## src/glt_pkg.sv

```systemverilog
// shared constants and types of the guard lock teach controller
package glt_pkg;

  // clock and timing, each time in its own unit with the derived cycle count
  localparam longint unsigned GLT_CLK_HZ        = 10_000_000;
  localparam longint unsigned GLT_TEACH_S       = 10;
  localparam longint unsigned GLT_TEACH_CYC     = GLT_TEACH_S * GLT_CLK_HZ;
  localparam longint unsigned GLT_OFFREQ_MIN    = 5;
  localparam longint unsigned GLT_OFFREQ_CYC    = GLT_OFFREQ_MIN * 60 * GLT_CLK_HZ;
  localparam longint unsigned GLT_HOLDOFF_MIN   = 10;
  localparam longint unsigned GLT_HOLDOFF_CYC   = GLT_HOLDOFF_MIN * 60 * GLT_CLK_HZ;
  localparam longint unsigned GLT_SLOW_HZ       = 1;
  localparam longint unsigned GLT_FAST_HZ       = 3;
  // one tick is half a fast period; the slow blink toggles every third tick
  localparam longint unsigned GLT_TICK_CYC      = GLT_CLK_HZ / (2 * GLT_FAST_HZ);
  localparam int              GLT_TICKS_PER_SLOW = 3;
  localparam int              GLT_TMR_W         = 34;
  localparam int              GLT_TICK_W        = 24;
  localparam int              GLT_ABORT_FLASHES = 5;
  localparam int              GLT_INIT_WAIT     = 3;
  localparam int              GLT_CODE_W        = 32;

  // register offsets (byte addresses)
  localparam logic [7:0] GLT_CTRL_OFS   = 8'h00;
  localparam logic [7:0] GLT_STATUS_OFS = 8'h04;

  // control register fields and reset value
  localparam int          GLT_CTRL_INDIV_BIT  = 0;
  localparam int          GLT_CTRL_REPEAT_BIT = 1;
  localparam int          GLT_CTRL_P2LOCK_BIT = 2;
  localparam int          GLT_CTRL_LOCKMON_BIT = 3;
  localparam int          GLT_CTRL_W          = 4;
  localparam logic [3:0]  GLT_CTRL_RESET      = 4'h8;

  // status register fields
  localparam int GLT_ST_STATE_LSB   = 0;
  localparam int GLT_ST_PAIRED_BIT  = 8;
  localparam int GLT_ST_PENDING_BIT = 9;
  localparam int GLT_ST_HOLDOFF_BIT = 10;
  localparam int GLT_ST_GUARD_BIT   = 11;
  localparam int GLT_ST_LOCKED_BIT  = 12;
  localparam int GLT_ST_SAFE_BIT    = 13;
  localparam int GLT_ST_CHAIN_BIT   = 14;
  localparam int GLT_ST_HANDLE_BIT  = 15;

  // persistent flag word fields
  localparam int GLT_NV_PAIRED  = 0;
  localparam int GLT_NV_PENDING = 1;
  localparam int GLT_NV_HOLDOFF = 2;

  typedef enum logic [6:0] {
    ST_INIT     = 7'h01,
    ST_RUN      = 7'h02,
    ST_TEACH    = 7'h04,
    ST_OFFREQ   = 7'h08,
    ST_ABORT    = 7'h10,
    ST_ACTIVATE = 7'h20,
    ST_HOLDOFF  = 7'h40
  } glt_state_t;

endpackage
```

## src/glt_ctrl.sv

```systemverilog
// guard lock teach controller: pairing, solenoid control, safety outputs and lamps
`timescale 1ns/1ps
`default_nettype none

module glt_ctrl import glt_pkg::*; #(
  parameter int                   CODE_W      = GLT_CODE_W,
  parameter logic [GLT_TMR_W-1:0] TEACH_CYC   = GLT_TMR_W'(GLT_TEACH_CYC),
  parameter logic [GLT_TMR_W-1:0] OFFREQ_CYC  = GLT_TMR_W'(GLT_OFFREQ_CYC),
  parameter logic [GLT_TMR_W-1:0] HOLDOFF_CYC = GLT_TMR_W'(GLT_HOLDOFF_CYC),
  parameter logic [GLT_TICK_W-1:0] TICK_CYC   = GLT_TICK_W'(GLT_TICK_CYC)
) (
  input  wire logic              SYS_CLK,
  input  wire logic              RST_N,
  input  wire logic              CE,
  input  wire logic              PSEL,
  input  wire logic              PENABLE,
  input  wire logic              PWRITE,
  input  wire logic [7:0]        PADDR,
  input  wire logic [31:0]       PWDATA,
  output var  logic [31:0]       PRDATA,
  output var  logic              PREADY,
  output var  logic              PSLVERR,
  input  wire logic              ACT_PRESENT,
  input  wire logic [CODE_W-1:0] ACT_CODE,
  input  wire logic              CHAIN_SAFE_IN_A,
  input  wire logic              CHAIN_SAFE_IN_B,
  input  wire logic              LOCK_CMD,
  input  wire logic              HANDLE_AT_DETENT,
  input  wire logic              LOCK_SENSE,
  input  wire logic [2:0]        NV_FLAGS,
  input  wire logic [CODE_W-1:0] NV_CODE,
  input  wire logic [CODE_W-1:0] NV_NEW_CODE,
  output var  logic              NV_WE,
  output var  logic [2:0]        NV_WFLAGS,
  output var  logic [CODE_W-1:0] NV_WCODE,
  output var  logic [CODE_W-1:0] NV_WNEW_CODE,
  output var  logic              LOCK_DRIVE,
  output var  logic              SAFE_OUT_A,
  output var  logic              SAFE_OUT_B,
  output var  logic              LAMP_POWER,
  output var  logic              LAMP_STATUS,
  output var  logic              LAMP_FAULT
);

  localparam int SYNC_W = 6 + 3 + 3 * CODE_W;

  function automatic logic tmr_done(input logic [GLT_TMR_W-1:0] t, input logic [GLT_TMR_W-1:0] lim);
    tmr_done = (t >= lim - GLT_TMR_W'(1));
  endfunction

  function automatic logic code_eq(input logic [CODE_W-1:0] a, input logic [CODE_W-1:0] b);
    code_eq = (a == b);
  endfunction

  // pin synchroniser; the first stage feeds only the second
  logic [SYNC_W-1:0]     sync1_q;
  logic [SYNC_W-1:0]     sync2_q;
  logic                  act_present;
  logic [CODE_W-1:0]     act_code;
  logic                  chain_a;
  logic                  chain_b;
  logic                  lock_cmd;
  logic                  handle_ok;
  logic                  lock_sense;
  logic [2:0]            nv_flags_in;
  logic [CODE_W-1:0]     nv_code_in;
  logic [CODE_W-1:0]     nv_new_in;

  always_ff @(posedge SYS_CLK or negedge RST_N) begin
    if (!RST_N) begin
      sync1_q <= '0;
      sync2_q <= '0;
    end else if (CE) begin
      sync1_q <= {ACT_PRESENT, CHAIN_SAFE_IN_A, CHAIN_SAFE_IN_B, LOCK_CMD, HANDLE_AT_DETENT,
                  LOCK_SENSE, NV_FLAGS, ACT_CODE, NV_CODE, NV_NEW_CODE};
      sync2_q <= sync1_q;
    end
  end

  assign {act_present, chain_a, chain_b, lock_cmd, handle_ok, lock_sense, nv_flags_in,
          act_code, nv_code_in, nv_new_in} = sync2_q;

  // control register
  logic [GLT_CTRL_W-1:0] ctrl_q;
  logic                  cfg_indiv;
  logic                  cfg_repeat;
  logic                  cfg_p2lock;
  logic                  cfg_lockmon;

  assign cfg_indiv   = ctrl_q[GLT_CTRL_INDIV_BIT];
  assign cfg_repeat  = ctrl_q[GLT_CTRL_REPEAT_BIT];
  assign cfg_p2lock  = ctrl_q[GLT_CTRL_P2LOCK_BIT];
  assign cfg_lockmon = ctrl_q[GLT_CTRL_LOCKMON_BIT];

  // one timebase for every blink
  logic [GLT_TICK_W-1:0] tick_cnt_q;
  logic [1:0]            slow_div_q;
  logic                  fast_ph_q;
  logic                  slow_ph_q;
  logic                  tick;
  logic                  slow_edge;

  assign tick      = (tick_cnt_q == TICK_CYC - GLT_TICK_W'(1));
  assign slow_edge = tick && (slow_div_q == 2'(GLT_TICKS_PER_SLOW - 1));

  always_ff @(posedge SYS_CLK or negedge RST_N) begin
    if (!RST_N) begin
      tick_cnt_q <= '0;
      slow_div_q <= '0;
      fast_ph_q  <= 1'b0;
      slow_ph_q  <= 1'b0;
    end else if (CE) begin
      tick_cnt_q <= tick ? '0 : tick_cnt_q + GLT_TICK_W'(1);
      if (tick) begin
        fast_ph_q  <= ~fast_ph_q;
        slow_div_q <= slow_edge ? 2'd0 : slow_div_q + 2'd1;
      end
      if (slow_edge) begin
        slow_ph_q <= ~slow_ph_q;
      end
    end
  end

  // sequence state, persistent copy and write-back
  glt_state_t            state_q;
  logic [GLT_TMR_W-1:0]  tmr_q;
  logic                  fresh_q;
  logic                  hold_done_q;
  logic                  hold_seen_q;
  logic [3:0]            flash_q;
  logic [2:0]            flags_q;
  logic [CODE_W-1:0]     code_q;
  logic [CODE_W-1:0]     new_q;
  logic                  paired;
  logic                  pending;
  logic                  holdoff;
  logic                  pair_allowed;
  logic                  act_ok;

  assign paired   = flags_q[GLT_NV_PAIRED];
  assign pending  = flags_q[GLT_NV_PENDING];
  assign holdoff  = flags_q[GLT_NV_HOLDOFF];
  // one-time units refuse pairing once allocated
  assign pair_allowed = cfg_repeat || !paired;
  // standard coding needs no stored code at all
  assign act_ok = act_present && (!cfg_indiv ||
                  (paired && !pending && code_eq(act_code, code_q)));

  always_ff @(posedge SYS_CLK or negedge RST_N) begin
    if (!RST_N) begin
      state_q     <= ST_INIT;
      tmr_q       <= '0;
      fresh_q     <= 1'b1;
      hold_done_q <= 1'b0;
      hold_seen_q <= 1'b0;
      flash_q     <= '0;
      flags_q     <= '0;
      code_q      <= '0;
      new_q       <= '0;
      NV_WE       <= 1'b0;
      NV_WFLAGS   <= '0;
      NV_WCODE    <= '0;
      NV_WNEW_CODE <= '0;
    end else if (CE) begin
      NV_WE <= 1'b0;
      if (state_q == ST_INIT || state_q == ST_HOLDOFF || state_q == ST_TEACH || state_q == ST_OFFREQ) begin
        tmr_q <= tmr_q + GLT_TMR_W'(1);
      end
      case (state_q)
        ST_INIT: begin
          // wait for the synchroniser to fill, then take the stored word
          if (tmr_q == GLT_TMR_W'(GLT_INIT_WAIT)) begin
            flags_q <= nv_flags_in;
            code_q  <= nv_code_in;
            new_q   <= nv_new_in;
            tmr_q   <= '0;
            if (nv_flags_in[GLT_NV_PENDING]) begin
              state_q <= ST_ACTIVATE;
            end else if (nv_flags_in[GLT_NV_HOLDOFF]) begin
              state_q <= ST_HOLDOFF;
            end else begin
              state_q <= ST_RUN;
            end
          end
        end
        ST_RUN: begin
          if (fresh_q && act_present) begin
            fresh_q <= 1'b0;
            if (cfg_indiv && pair_allowed && (!paired || !code_eq(act_code, code_q))) begin
              state_q <= ST_TEACH;
              tmr_q   <= '0;
            end
          end
        end
        ST_TEACH: begin
          if (!act_present) begin
            state_q <= ST_RUN;
          end else if (tmr_done(tmr_q, TEACH_CYC)) begin
            // the old code stops counting until the off-request period runs out
            new_q             <= act_code;
            flags_q           <= flags_q | (3'b001 << GLT_NV_PENDING);
            NV_WE             <= 1'b1;
            NV_WFLAGS         <= flags_q | (3'b001 << GLT_NV_PENDING);
            NV_WCODE          <= code_q;
            NV_WNEW_CODE      <= act_code;
            state_q           <= ST_OFFREQ;
            tmr_q             <= '0;
          end
        end
        ST_OFFREQ: begin
          if (tmr_done(tmr_q, OFFREQ_CYC)) begin
            flags_q      <= flags_q & ~(3'b001 << GLT_NV_PENDING);
            NV_WE        <= 1'b1;
            NV_WFLAGS    <= flags_q & ~(3'b001 << GLT_NV_PENDING);
            NV_WCODE     <= code_q;
            NV_WNEW_CODE <= new_q;
            state_q      <= ST_ABORT;
            flash_q      <= '0;
          end
        end
        ST_ABORT: begin
          if (slow_edge) begin
            if (flash_q == 4'(2 * GLT_ABORT_FLASHES - 1)) begin
              state_q <= ST_RUN;
            end else begin
              flash_q <= flash_q + 4'd1;
            end
          end
        end
        ST_ACTIVATE: begin
          // only a second detection of the learned code makes it permanent
          if (act_present && code_eq(act_code, new_q)) begin
            code_q       <= new_q;
            flags_q      <= {cfg_repeat, 1'b0, 1'b1};
            NV_WE        <= 1'b1;
            NV_WFLAGS    <= {cfg_repeat, 1'b0, 1'b1};
            NV_WCODE     <= new_q;
            NV_WNEW_CODE <= new_q;
            tmr_q        <= '0;
            hold_done_q  <= 1'b0;
            hold_seen_q  <= 1'b0;
            state_q      <= cfg_repeat ? ST_HOLDOFF : ST_RUN;
          end
        end
        ST_HOLDOFF: begin
          // the stored flag survives a power loss, so the period starts over
          if (act_ok) begin
            hold_seen_q <= 1'b1;
          end
          if (!hold_done_q && tmr_done(tmr_q, HOLDOFF_CYC)) begin
            hold_done_q  <= 1'b1;
            flags_q      <= flags_q & ~(3'b001 << GLT_NV_HOLDOFF);
            NV_WE        <= 1'b1;
            NV_WFLAGS    <= flags_q & ~(3'b001 << GLT_NV_HOLDOFF);
            NV_WCODE     <= code_q;
            NV_WNEW_CODE <= new_q;
          end
          if (hold_done_q && (hold_seen_q || act_ok)) begin
            state_q <= ST_RUN;
          end
        end
        default: begin
          state_q <= ST_INIT;
        end
      endcase
    end
  end

  // solenoid and safety outputs
  logic lock_req;
  logic chain_ok;
  logic out_en;

  assign lock_req = cfg_p2lock ? lock_cmd : !lock_cmd;
  assign chain_ok = chain_a && chain_b;
  // lock-monitoring follows the bolt, guard-monitoring only the actuator
  assign out_en   = (state_q == ST_RUN) && act_ok && chain_ok &&
                    (!cfg_lockmon || lock_sense);

  always_ff @(posedge SYS_CLK or negedge RST_N) begin
    if (!RST_N) begin
      LOCK_DRIVE <= 1'b0;
      SAFE_OUT_A <= 1'b0;
      SAFE_OUT_B <= 1'b0;
    end else if (CE) begin
      // a handle between detents would jam the bolt, so never energise
      LOCK_DRIVE <= lock_req && act_ok && handle_ok &&
                    (state_q == ST_RUN || state_q == ST_HOLDOFF);
      SAFE_OUT_A <= out_en;
      SAFE_OUT_B <= out_en;
    end
  end

  // lamps
  logic status_lamp;

  assign status_lamp = !act_ok ? 1'b0 : (lock_sense ? 1'b1 : slow_ph_q);

  always_ff @(posedge SYS_CLK or negedge RST_N) begin
    if (!RST_N) begin
      LAMP_POWER  <= 1'b0;
      LAMP_STATUS <= 1'b0;
      LAMP_FAULT  <= 1'b0;
    end else if (CE) begin
      case (state_q)
        ST_TEACH: begin
          LAMP_POWER  <= 1'b0;
          LAMP_STATUS <= slow_ph_q;
          LAMP_FAULT  <= 1'b1;
        end
        ST_OFFREQ: begin
          LAMP_POWER  <= 1'b0;
          LAMP_STATUS <= fast_ph_q;
          LAMP_FAULT  <= 1'b1;
        end
        ST_ABORT: begin
          LAMP_POWER  <= 1'b1;
          LAMP_STATUS <= 1'b0;
          LAMP_FAULT  <= !flash_q[0];
        end
        ST_ACTIVATE: begin
          LAMP_POWER  <= 1'b1;
          LAMP_STATUS <= slow_ph_q;
          LAMP_FAULT  <= 1'b0;
        end
        ST_HOLDOFF: begin
          LAMP_POWER  <= slow_ph_q;
          LAMP_STATUS <= 1'b0;
          LAMP_FAULT  <= 1'b0;
        end
        ST_RUN: begin
          LAMP_POWER  <= chain_ok ? 1'b1 : slow_ph_q;
          LAMP_STATUS <= status_lamp;
          LAMP_FAULT  <= 1'b0;
        end
        default: begin
          LAMP_POWER  <= 1'b1;
          LAMP_STATUS <= 1'b0;
          LAMP_FAULT  <= 1'b0;
        end
      endcase
    end
  end

  // apb slave: one wait-free access phase, unmapped offsets answer with an error
  logic        apb_setup;
  logic        apb_access;
  logic        hit_ctrl;
  logic        hit_status;
  logic [31:0] status_word;

  assign apb_setup  = PSEL && !PENABLE;
  assign apb_access = PSEL && PENABLE && PREADY;
  assign hit_ctrl   = (PADDR == GLT_CTRL_OFS);
  assign hit_status = (PADDR == GLT_STATUS_OFS);

  always_comb begin
    status_word = '0;
    status_word[GLT_ST_STATE_LSB +: 7] = state_q;
    status_word[GLT_ST_PAIRED_BIT]     = paired;
    status_word[GLT_ST_PENDING_BIT]    = pending;
    status_word[GLT_ST_HOLDOFF_BIT]    = holdoff;
    status_word[GLT_ST_GUARD_BIT]      = act_ok;
    status_word[GLT_ST_LOCKED_BIT]     = lock_sense;
    status_word[GLT_ST_SAFE_BIT]       = SAFE_OUT_A;
    status_word[GLT_ST_CHAIN_BIT]      = chain_ok;
    status_word[GLT_ST_HANDLE_BIT]     = handle_ok;
  end

  always_ff @(posedge SYS_CLK or negedge RST_N) begin
    if (!RST_N) begin
      PREADY  <= 1'b0;
      PRDATA  <= '0;
      PSLVERR <= 1'b0;
    end else if (CE) begin
      PREADY  <= apb_setup;
      PSLVERR <= apb_setup && !hit_ctrl && !hit_status;
      if (apb_setup && !PWRITE) begin
        PRDATA <= hit_ctrl   ? {{(32 - GLT_CTRL_W){1'b0}}, ctrl_q} :
                  hit_status ? status_word : 32'h0000_0000;
      end
    end
  end

  // variant bits may change at any time; they act on the next cycle
  always_ff @(posedge SYS_CLK or negedge RST_N) begin
    if (!RST_N) begin
      ctrl_q <= GLT_CTRL_RESET;
    end else if (CE) begin
      if (apb_access && PWRITE && hit_ctrl) begin
        ctrl_q <= PWDATA[GLT_CTRL_W-1:0];
      end
    end
  end

endmodule

`default_nettype wire

```

## config.mk

```make
export PLATFORM = sky130hd
export DESIGN_NAME = glt_ctrl
export DESIGN_NICKNAME = d
export VERILOG_FILES = /design/src/glt_pkg.sv /design/src/glt_ctrl.sv
export SDC_FILE = /design/constraint.sdc
export NUM_CORES = 1
export LEC_CHECK = 0
export BUFFER_PORTS_ARGS = -buffer_cell sky130_fd_sc_hd__buf_2
export CORE_ASPECT_RATIO = 0.6
export CORE_MARGIN = 10
export CORE_UTILIZATION = 65
export CTS_BUF_LIST = sky130_fd_sc_hd__clkbuf_8
export DETAILED_ROUTE_END_ITERATION = 8
export PLACE_DENSITY = 0.91
export SLEW_MARGIN = 15
export SYNTH_ARGS = -nofsm -noshare
export SYNTH_HDL_FRONTEND = slang
export SYNTH_SLANG_ARGS = --single-unit
```

## constraint.sdc

```tcl
create_clock -name SYS_CLK -period 5.19 [get_ports SYS_CLK]
set_input_delay 1.038 -clock SYS_CLK [delete_from_list [all_inputs] [get_ports SYS_CLK]]
set_output_delay 1.038 -clock SYS_CLK [all_outputs]
set_load 0.05 [all_outputs]
```

Yosys cells after proc, flatten, opt, wreduce, memory -nomap -nowiden
Index checks and enable logic that the tools add are counted.
{ "op_classes": {"n_addsub": 4, "n_mul": 0, "div_mod_pow": 0, "magnitude_cmp": 3, "eq_ne": 28, "shifts": 0, "mux": 75, "bitwise_logic": 5, "n_reduce_logical": 71} }
{ "op_table": {"columns": ["op", "count"], "rows": [
  ["two-way mux 32 bit", 11],
  ["case mux 32 bit (4 select lines)", 2],
  ["two-way mux 34 bit", 7],
  ["case mux 34 bit (4 select lines)", 1],
  ["case mux 32 bit (2 select lines)", 2],
  ["two-way mux 7 bit", 13],
  ["== test 32 bit", 2],
  ["case mux 7 bit (7 select lines)", 1],
  ["adder 34 x 1 -> 34 bit (second input constant)", 1],
  ["== test 34 x 2 -> 1 bit (second input constant)", 1],
  [">= comparator 34 x 27 -> 1 bit (second input constant)", 1],
  [">= comparator 34 x 32 -> 1 bit (second input constant)", 1],
  [">= comparator 34 x 33 -> 1 bit (second input constant)", 1],
  ["two-way mux 16 bit", 2],
  ["logical AND 1 bit", 25],
  ["adder 24 x 1 -> 24 bit (second input constant)", 1],
  ["== test 24 x 21 -> 1 bit (second input constant)", 1],
  ["two-way mux 24 bit", 1],
  ["two-way mux 3 bit", 7],
  ["AND reduction 7 bit", 3],
  ["inequality test 2 bit (second input constant)", 10],
  ["case mux 3 bit (5 select lines)", 1],
  ["logical NOT 1 bit", 12],
  ["two-way mux 1 bit", 12],
  ["34 further kinds", 67]
]} }
{ "totals": {"register_bits": 464, "latchBits": 0, "ramBits": 0, "romBits": 0, "inputBits": 151, "out_inout_bits": 108, "word_cells": 216, "n_memories": 0} }

Logic depth before layout (Yosys ltp)
Gate-level depths: netlist (run 1).
{ "logic_depth": {"ltp_word": 9, "depth_mapped": 11, "ltp_nobuf": 8} }

Worst setup path before layout (run 1)
OpenSTA, ideal clock, no wires.
{ "synth_timing": {"kind": "flip-flop to flip-flop", "startpoint": "register sync2_q[65]", "endpoint": "register state_q[1]", "setup_ns": 0.125, "arrival_time_ns": 2.778, "required_time_ns": 5.065, "setup_slack_ns": 2.287, "path_stages_with_launch": 10, "path_buffers": 2, "synth_period_minus_slack_ns": 2.903, "path_cell_list": "dfrtp_1 > xnor2_1 > nand4_1 > or4_4 > a22o_1 > or4b_1 > buf_2 > a2111o_1 > buf_6 > mux2_4"} }
{ "synth_via": {"elab_chain_cells": 8, "elab_cells_between_ends": 15, "classes_between": "eq/ne (5); reduce/logical (10)"} }
{ "synth_lines": {"columns": ["item", "line", "text"], "rows": [
  ["from (decl)", "glt_ctrl.sv:57", "logic [SYNC_W-1:0] sync2_q;"],
  ["from (signal assigned)", "glt_ctrl.sv:76", "sync2_q <= sync1_q;"],
  ["== test 32 bit", "glt_ctrl.sv:52", "code_eq = (a == b);"],
  ["logical AND 1 bit", "glt_ctrl.sv:147", "(paired && !pending && code_eq(act_code, code_q)));"],
  ["logical OR 1 bit", "glt_ctrl.sv:146", "assign act_ok = act_present && (!cfg_indiv ||"],
  ["logical AND 1 bit", "glt_ctrl.sv:146", null],
  ["logical OR 1 bit", "glt_ctrl.sv:258", "if (hold_done_q && (hold_seen_q || act_ok)) begin"],
  ["logical AND 1 bit", "glt_ctrl.sv:258", null],
  ["inequality test 2 bit (no line)", null, null],
  ["AND reduction 10 bit (no line) *", null, null],
  ["to (signal assigned)", "glt_ctrl.sv:242", "state_q <= cfg_repeat ? ST_HOLDOFF : ST_RUN;"],
  ["to (decl)", "glt_ctrl.sv:125", "glt_state_t state_q;"]
]} }
Mark *: on every way between the ends. The rest lies on a longest branch, timed or not.
A chain may end at the register's enable or synchronous reset.

Worst setup path after layout (run 1)
{ "layout_timing": {"startpoint": "register sync2_q[80]", "endpoint": "register state_q[4]"} }
The elaborated chain is that of the path after synthesis.

==> impl_metrics.csv, run 1 <==
group,metric,value,unit
synth,synth_top_family_by_area,"multiplexers",
cts,post-cts-setup-buffers,0,
worst_setup_path,critPathLaunchType,"flip-flop",
place,port_buffer_count,213,
sta,skew,0.0320,ns
worst_setup_path,critical_path.n_buffers_inverters,0,
worst_setup_path,cp_data_required_time,5.69,ns
sta,fmax,240,MHz
cts,number_of_sinks_on_the_clock_net,447,
die,fp.coreArea,31100,µm²
die,io-pin-count,259,
status,status,"complete, no violations",
sta,post-route-period-util,0.802,
grt,grt_first_pass_wirelength,86300,µm
routing,drt_drc_violations_left,0,
cts,cts_buffers,66,
sta,worst_slew_margin_rel,0.227,
sta,period_minus_slack,4.16,ns
synth,syn-mean-instance-area,11.7,µm²
cts,cts-root-buf,"sky130_fd_sc_hd__clkbuf_8",
synth,synthXorXnorAreaFrac,0.0509,
grt,grt_pass1_vias,15262,
worst_setup_path,path_cells,"xor2_1 > nor4_1 > nand4_1 > o31ai_1 > nand2_1 > a2111o_1 > mux2_4",
sta,final-hold-violation-count,0,
grt,track_usage,0.278,
synth,synthArstFlopShare,1.00,
place,place_congestion,0.928,
finish,final_nets,2096,
worst_setup_path,worst-setup-path-type,"reg -> reg",
synth,netlist-cell-type-count,74,
cts,post_cts_resized,0,
synth,netlist_instances,1747,
cts,cts_tree,"done",
worst_setup_path,worstPathMaxFanout,7,
sta,setup_viol_count_final,0,
routing,detail_route.wirelength,55200,µm
cts,cts_max_level,3,
power,irDropWorstVdd,0.362,mV
cts,clock_insertion_delay_worst_skew,0.64,ns
sta,setup_repair_after_global_routing_missed_its_margin,"no",
synth,post_synth_mux_area_share,0.194,
worst_setup_path,crit_path_max_incr_delay,0.94,ns
sta,final.setup.tns,0,ns
synth,synth_largest_area_cell,"sky130_fd_sc_hd__dfrtp_1",
worst_setup_path,family_with_the_most_delay_on_the_worst_path,"simple AND/OR/NAND/NOR gates",
cts,number_of_buffers_on_the_longest_clock_path,3,
grt,maximum_number_of_pins_on_one_net_before_global_route_repair,116,
sta,max_slew.worst_pin.slew,1.15,ns
die,start_util,0.658,
synth,synthSimpleGateAreaFrac,0.115,
finish,final_cells,2401,
sta,max_slew_violation_count,0,
power,power_leakage,10.8,nW
synth,synth-seq-area-share,0.547,
place,placedCellCount,2288,
finish,mostFrequentLayoutCells,"444 x sky130_fd_sc_hd__dfrtp_1, 313 x sky130_fd_sc_hd__mux2_2, 223 x sky130_fd_sc_hd__nand2_1",
routing,detail_route.first_pass.iterations,6,
synth,synth_seq_cells,447,
place,post-dp-hpwl,37400,µm
routing,detail_route.wl_per_cell,23.0,µm
routing,drt-initial-drc-count,1620,
worst_setup_path,worst_setup_path_end_kind,"flip-flop",
job,max_cap_viol_count,0,
finish,antenna-diode-count,0,
die,floorplan.die_area,39200,µm²
synth,synthFlopType,"sky130_fd_sc_hd__dfrtp_1",
die,cell_rows,50,
worst_setup_path,worst_path_max_delay_cell,"sky130_fd_sc_hd__nor4_1",
synth,synth_compound_area_frac,0.0548,
sta,fin_hold_ws,0.405,ns
worst_setup_path,data_arrival_time_of_the_worst_path,4.66,ns
die,die-height,157,µm
routing,via_per_inst,6.13,
cts,cts_hold_repair.buffers,0,
power,total_design_power,12.1,mW
finish,post-route-util,0.740,
synth,synth.cell_area,20500,µm²
finish,layout.cells.most_common,"sky130_fd_sc_hd__dfrtp_1",
routing,final_antenna_net_count,0,
die,fp.dieW,249,µm
synth,yosysTopAreaCellShare,0.543,
grt,grt_antenna_before_repair,1,
synth,adder_and_majority_gate_portion_of_the_synthesized_area,0.00306,
finish,ratio_of_cells_with_drive_above_1_in_the_final_layout,0.335,
hold_path,hold_path_class,"in -> async",
grt,globalRoute.totalOverflow,0,
cts,worst_setup_hold_path_clk_slew,0.07,ns
finish,syn_to_final_growth,12.5,%
synth,synthesis.yosys.warnings,0,
routing,num_vias,14716,
power,cellPowerDensity,525,nW/µm²
synth,synth_edf_count,0,
synth,synth.area.top_cells,"sky130_fd_sc_hd__dfrtp_1 54%, sky130_fd_sc_hd__mux2_2 17%, sky130_fd_sc_hd__nand2_1 4.1%",
[flip-flops by register name, summed over array words and instances, names as in the netlist, 2 cells and up]
name / count
sync1_q: 105
flash_q: 4
state_q: 7
NV_WCODE: 32
tick_cnt_q: 24
PRDATA: 15
tmr_q: 34
new_q: 32
NV_WFLAGS: 3
code_q: 32
NV_WNEW_CODE: 32
sync2_q: 105
flags_q: 3
ctrl_q: 4
slow_div_q: 2
[where the power goes]
group          internal, mW  switching [mW]
clock network          1.48            1.39
logic                  1.45            2.72
registers              4.28           0.762
total                  7.20            4.87
[metal layers]
metal / share of wire / wire, µm / GRT usage
met1: 0.42 / 23400 / 0.372
met2: 0.45 / 25100 / 0.421
met3: 0.097 / 5340 / 0.0939
met4: 0.026 / 1420 / 0.0903
met5: 0.00024 / 13 / 0
[cell type report]
| cell class | count | area, µm² |
|---|---|---|
| clock buffers | 82 | 1130 |
| repair buffers | 232 | 1280 |
| well taps | 416 | 520 |
| multi-input cells | 1170 | 8640 |
| clock inverters | 31 | 173 |
| inverters | 23 | 86.3 |
| flip-flops and latches | 447 | 11200 |
| fillers | 1940 | 8080 |
[cells in the mapped netlist (all sizes together), types with 23 or more instances]
| cell | n |
|---|---|
| xnor2 | 47 |
| a31oi | 38 |
| mux2i | 38 |
| mux2 | 318 |
| xor2 | 72 |
| o21ai | 56 |
| nand3 | 39 |
| nand4 | 28 |
| dfrtp | 444 |
| clkbuf | 81 |
| nor4 | 26 |
| nor2 | 107 |
| nand2 | 224 |
| inv | 23 |
| buf | 41 |
[path summary, 6_finish.rpt]
path | startpoint | end | slack (ns) | depth (start not counted)
min reg2reg | fresh_q$_DFFE_PN1P_ | fresh_q$_DFFE_PN1P_ | 0.44 | 2
max in group asynchronous | RST_N | sync1_q[24]$_DFFE_PN0P_ | 3.72 | 2
min | RST_N | PRDATA[4]$_DFFE_PN0P_ | 0.41 | 1
max reg2reg | sync2_q[80]$_DFFE_PN0P_ | state_q[4]$_DFFE_PN0P_ | 1.03 | 7
min in group SYS_CLK | fresh_q$_DFFE_PN1P_ | fresh_q$_DFFE_PN1P_ | 0.44 | 2
max | sync2_q[80]$_DFFE_PN0P_ | state_q[4]$_DFFE_PN0P_ | 1.03 | 7
[through the flow]
step                worst slack [ns]  instance area [µm²]
finish                          1.03                23000
global route                    1.04                23000
CTS                             1.33                23000
detailed placement              1.36                21700
global placement                1.48                21700
floorplan                       2.29                20500
[cells by family (layout without fill, tap and decap cells)]
kind of cell             Yosys count  in the layout
AND/OR/NAND/NOR                  505            505
flip-flops                       447            447
multiplexers                     356            356
AO/OA/AOI/OAI                    168            168
buffers and inverters            146            368
XOR/XNOR                         119            119
adder cells (fa/ha/maj)            5              5
other                              1             17
Note: power is estimated with default switching activity, not from simulation.
==> inputs of run 2 (changes only) <==
Settings changed: CORE_UTILIZATION 65 to 54, PLACE_DENSITY 0.91 to 0.81.
Clock period 5.19 ns to 3.4 ns, I/O delays scaled along.
==> impl_metrics.csv, run 2 (synthesis gave the netlist of run 1 again) <==
group,metric,value,unit
status,status,"complete, no violations",
place,place_congestion,0.941,
cts,cts_tree,"done",
grt,grtUsageMet2,0.355,
sta,skew,0.0289,ns
finish,final_cells,2614,
routing,drt_drc_violations_left,0,
place,post-dp-hpwl,39800,µm
worst_setup_path,critical_path.n_buffers_inverters,1,
grt,grt_use_met3,0.0698,
sta,setup_viol_count_final,0,
finish,reg.largest.list,"sync1_q x105, sync2_q x105, tmr_q x34",
finish,fill_cells,2859,
power,irDropWorstVdd,0.371,mV
cts,number_of_sinks_on_the_clock_net,447,
finish,multi_input_area,8650,µm²
die,cell_rows,55,
sta,post-route-period-util,0.979,
grt,track_usage,0.237,
finish,final_nets,2207,
routing,via_per_inst,5.70,
sta,max_slew_violation_count,0,
worst_setup_path,critPathLaunchType,"flip-flop",
finish,finalInstanceArea,24200,µm²
worst_setup_path,data_arrival_time_of_the_worst_path,3.83,ns
finish,mostFrequentLayoutCells,"444 x sky130_fd_sc_hd__dfrtp_1, 313 x sky130_fd_sc_hd__mux2_2, 223 x sky130_fd_sc_hd__nand2_1",
place,placedCellCount,2494,
grt,maximum_number_of_pins_on_one_net_before_global_route_repair,134,
place,placed_instance_area,22800,µm²
finish,layout.cells.most_common,"sky130_fd_sc_hd__dfrtp_1",
power,cellPowerDensity,788,nW/µm²
grt,globalRoute.totalOverflow,0,
routing,num_vias,14894,
sta,period_minus_slack,3.33,ns
worst_setup_path,ff2ff_setup_slack,0.07,ns
sta,setup_repair_after_global_routing_missed_its_margin,"no",
sta,fmax,300,MHz
die,io-pin-count,259,
finish,antenna-diode-count,0,
worst_setup_path,family_with_the_most_delay_on_the_worst_path,"simple AND/OR/NAND/NOR gates",
worst_setup_path,worst_setup_path_end_kind,"flip-flop",
place,port_buffer_count,213,
cts,worst_setup_hold_path_clk_slew,0.06,ns
finish,ratio_of_cells_with_drive_above_1_in_the_final_layout,0.375,
power,power_leakage,11.4,nW
routing,detail_route.wl_per_cell,21.4,µm
job,max_cap_viol_count,0,
die,die-height,171,µm
sta,worst_slew_margin_rel,0.352,
grt,grt_pass1_vias,15142,
worst_setup_path,worst-setup-path-type,"reg -> reg",
worst_setup_path,cp_data_required_time,3.90,ns
cts,cts_buffers,66,
worst_setup_path,worstSetupStartpoint,"new_q[17]$_DFFE_PN0P_",
cts,clock_insertion_delay_worst_skew,0.63,ns
grt,grt.busiest_layer,"met2",
routing,detail_route.first_pass.iterations,5,
routing,drt-initial-drc-count,1356,
grt,grt_antenna_before_repair,2,
hold_path,hold_path_class,"in -> async",
cts,cts-root-buf,"sky130_fd_sc_hd__clkbuf_8",
worst_setup_path,worst_path_max_delay_cell,"sky130_fd_sc_hd__or4_4",
die,fp.coreArea,37600,µm²
cts,cts_max_level,3,
die,start_util,0.545,
worst_setup_path,path_cells,"xnor2_2 > buf_4 > nand4_1 > or4_4 > a22o_1 > or4b_1 > a2111o_2 > mux2_4",
finish,layout.area.seq,11200,µm²
finish,syn_to_final_growth,18.2,%
grt,met1_usage,0.327,
worst_setup_path,crit_path_max_incr_delay,0.57,ns
routing,final_antenna_net_count,0,
cts,number_of_buffers_on_the_longest_clock_path,3,
die,floorplan.die_area,46300,µm²
sta,final-hold-violation-count,0,
grt,grt_first_pass_wirelength,86500,µm
sta,max_slew.worst_pin.slew,0.971,ns
routing,detail_route.wirelength,55900,µm
die,fp.dieW,271,µm
worst_setup_path,regToRegStartpoint,"new_q[17]$_DFFE_PN0P_",
worst_setup_path,worstPathMaxFanout,7,
-- run 2: changes by cell type in the layout (fill, tap and decap cells not counted), moves of 2 or more --
cell	before	now
sky130_fd_sc_hd__buf_12	4	13
sky130_fd_sc_hd__buf_4	15	117
sky130_fd_sc_hd__clkbuf_8	82	88
sky130_fd_sc_hd__clkinv_2	3	6
sky130_fd_sc_hd__clkinvlp_4	3	5
sky130_fd_sc_hd__inv_1	44	39
sky130_fd_sc_hd__inv_6	3	1
-- run 2: worst reg2reg max path, delay by kind of cell (launching register included) --
family,cells,cell delay [ns]
mux,1,0.34
flops,1,0.44
xor+xnor,1,0.26
simple gates,3,1.20
buf+inv,1,0.16
compound gates,2,0.81
-- run 2: timing repair --
action	4_1_cts	5_1_grt
endpoints found under the setup margin	73	4
buffers inserted	2	0
hold buffers	0	0
pin swaps	1	0
resized for setup	1	1
-- run 2: path summary, 6_finish.rpt --
check / to / cells after the start
min in group SYS_CLK: sync1_q[38]$_DFFE_PN0P_ / 2
worst min register to register: fresh_q$_DFFE_PN1P_ / 2
worst min-delay path: PRDATA[2]$_DFFE_PN0P_ / 1
worst max register to register: state_q[5]$_DFFE_PN0P_ / 8
worst max-delay path: state_q[5]$_DFFE_PN0P_ / 8
max in group asynchronous: code_q[29]$_DFFE_PN0P_ / 2
-- run 2: final cells by class --
cell class	count	share of cell area
sequential	447	0.463
multi-input combinational	1170	0.358
clock inverter	30	0.00735
tap	513	0.0265
clock buffer	88	0.0501
timing repair buffer	343	0.0920
inverter	23	0.00357
-- run 2: report_power, final --
part           leakage (nW)  switching [mW]  internal (mW)  total, mW
registers              5.47           0.976           6.53       7.51
clock network         0.767            2.15           2.40       4.55
logic                  5.17            4.39           2.62       7.01
-- run 2: layer usage --
layer  routed length, µm  vias to the layer above  share of wire
met5                  13                        -        0.00023
met3                4890                       90          0.087
met2               24900                      585           0.45
met4                1160                        2          0.021
met1               24900                     7504           0.45
li1                    -                     6713              -
-- run 2: metrics by stage --
stage	hold slack [ns]	TNS (ns)	setup WS [ns]	total power [mW]	utilization
floorplan	0.384	0	0.497	12.0	-
global placement	0.431	-15.81	-0.279	14.2	0.606
detailed placement	0.435	-20.86	-0.367	14.5	0.606
CTS	0.129	0	0.0466	19.1	0.644
global route	0.172	0	0.00121	19.9	0.644
finish	0.136	0	0.0721	19.1	0.644
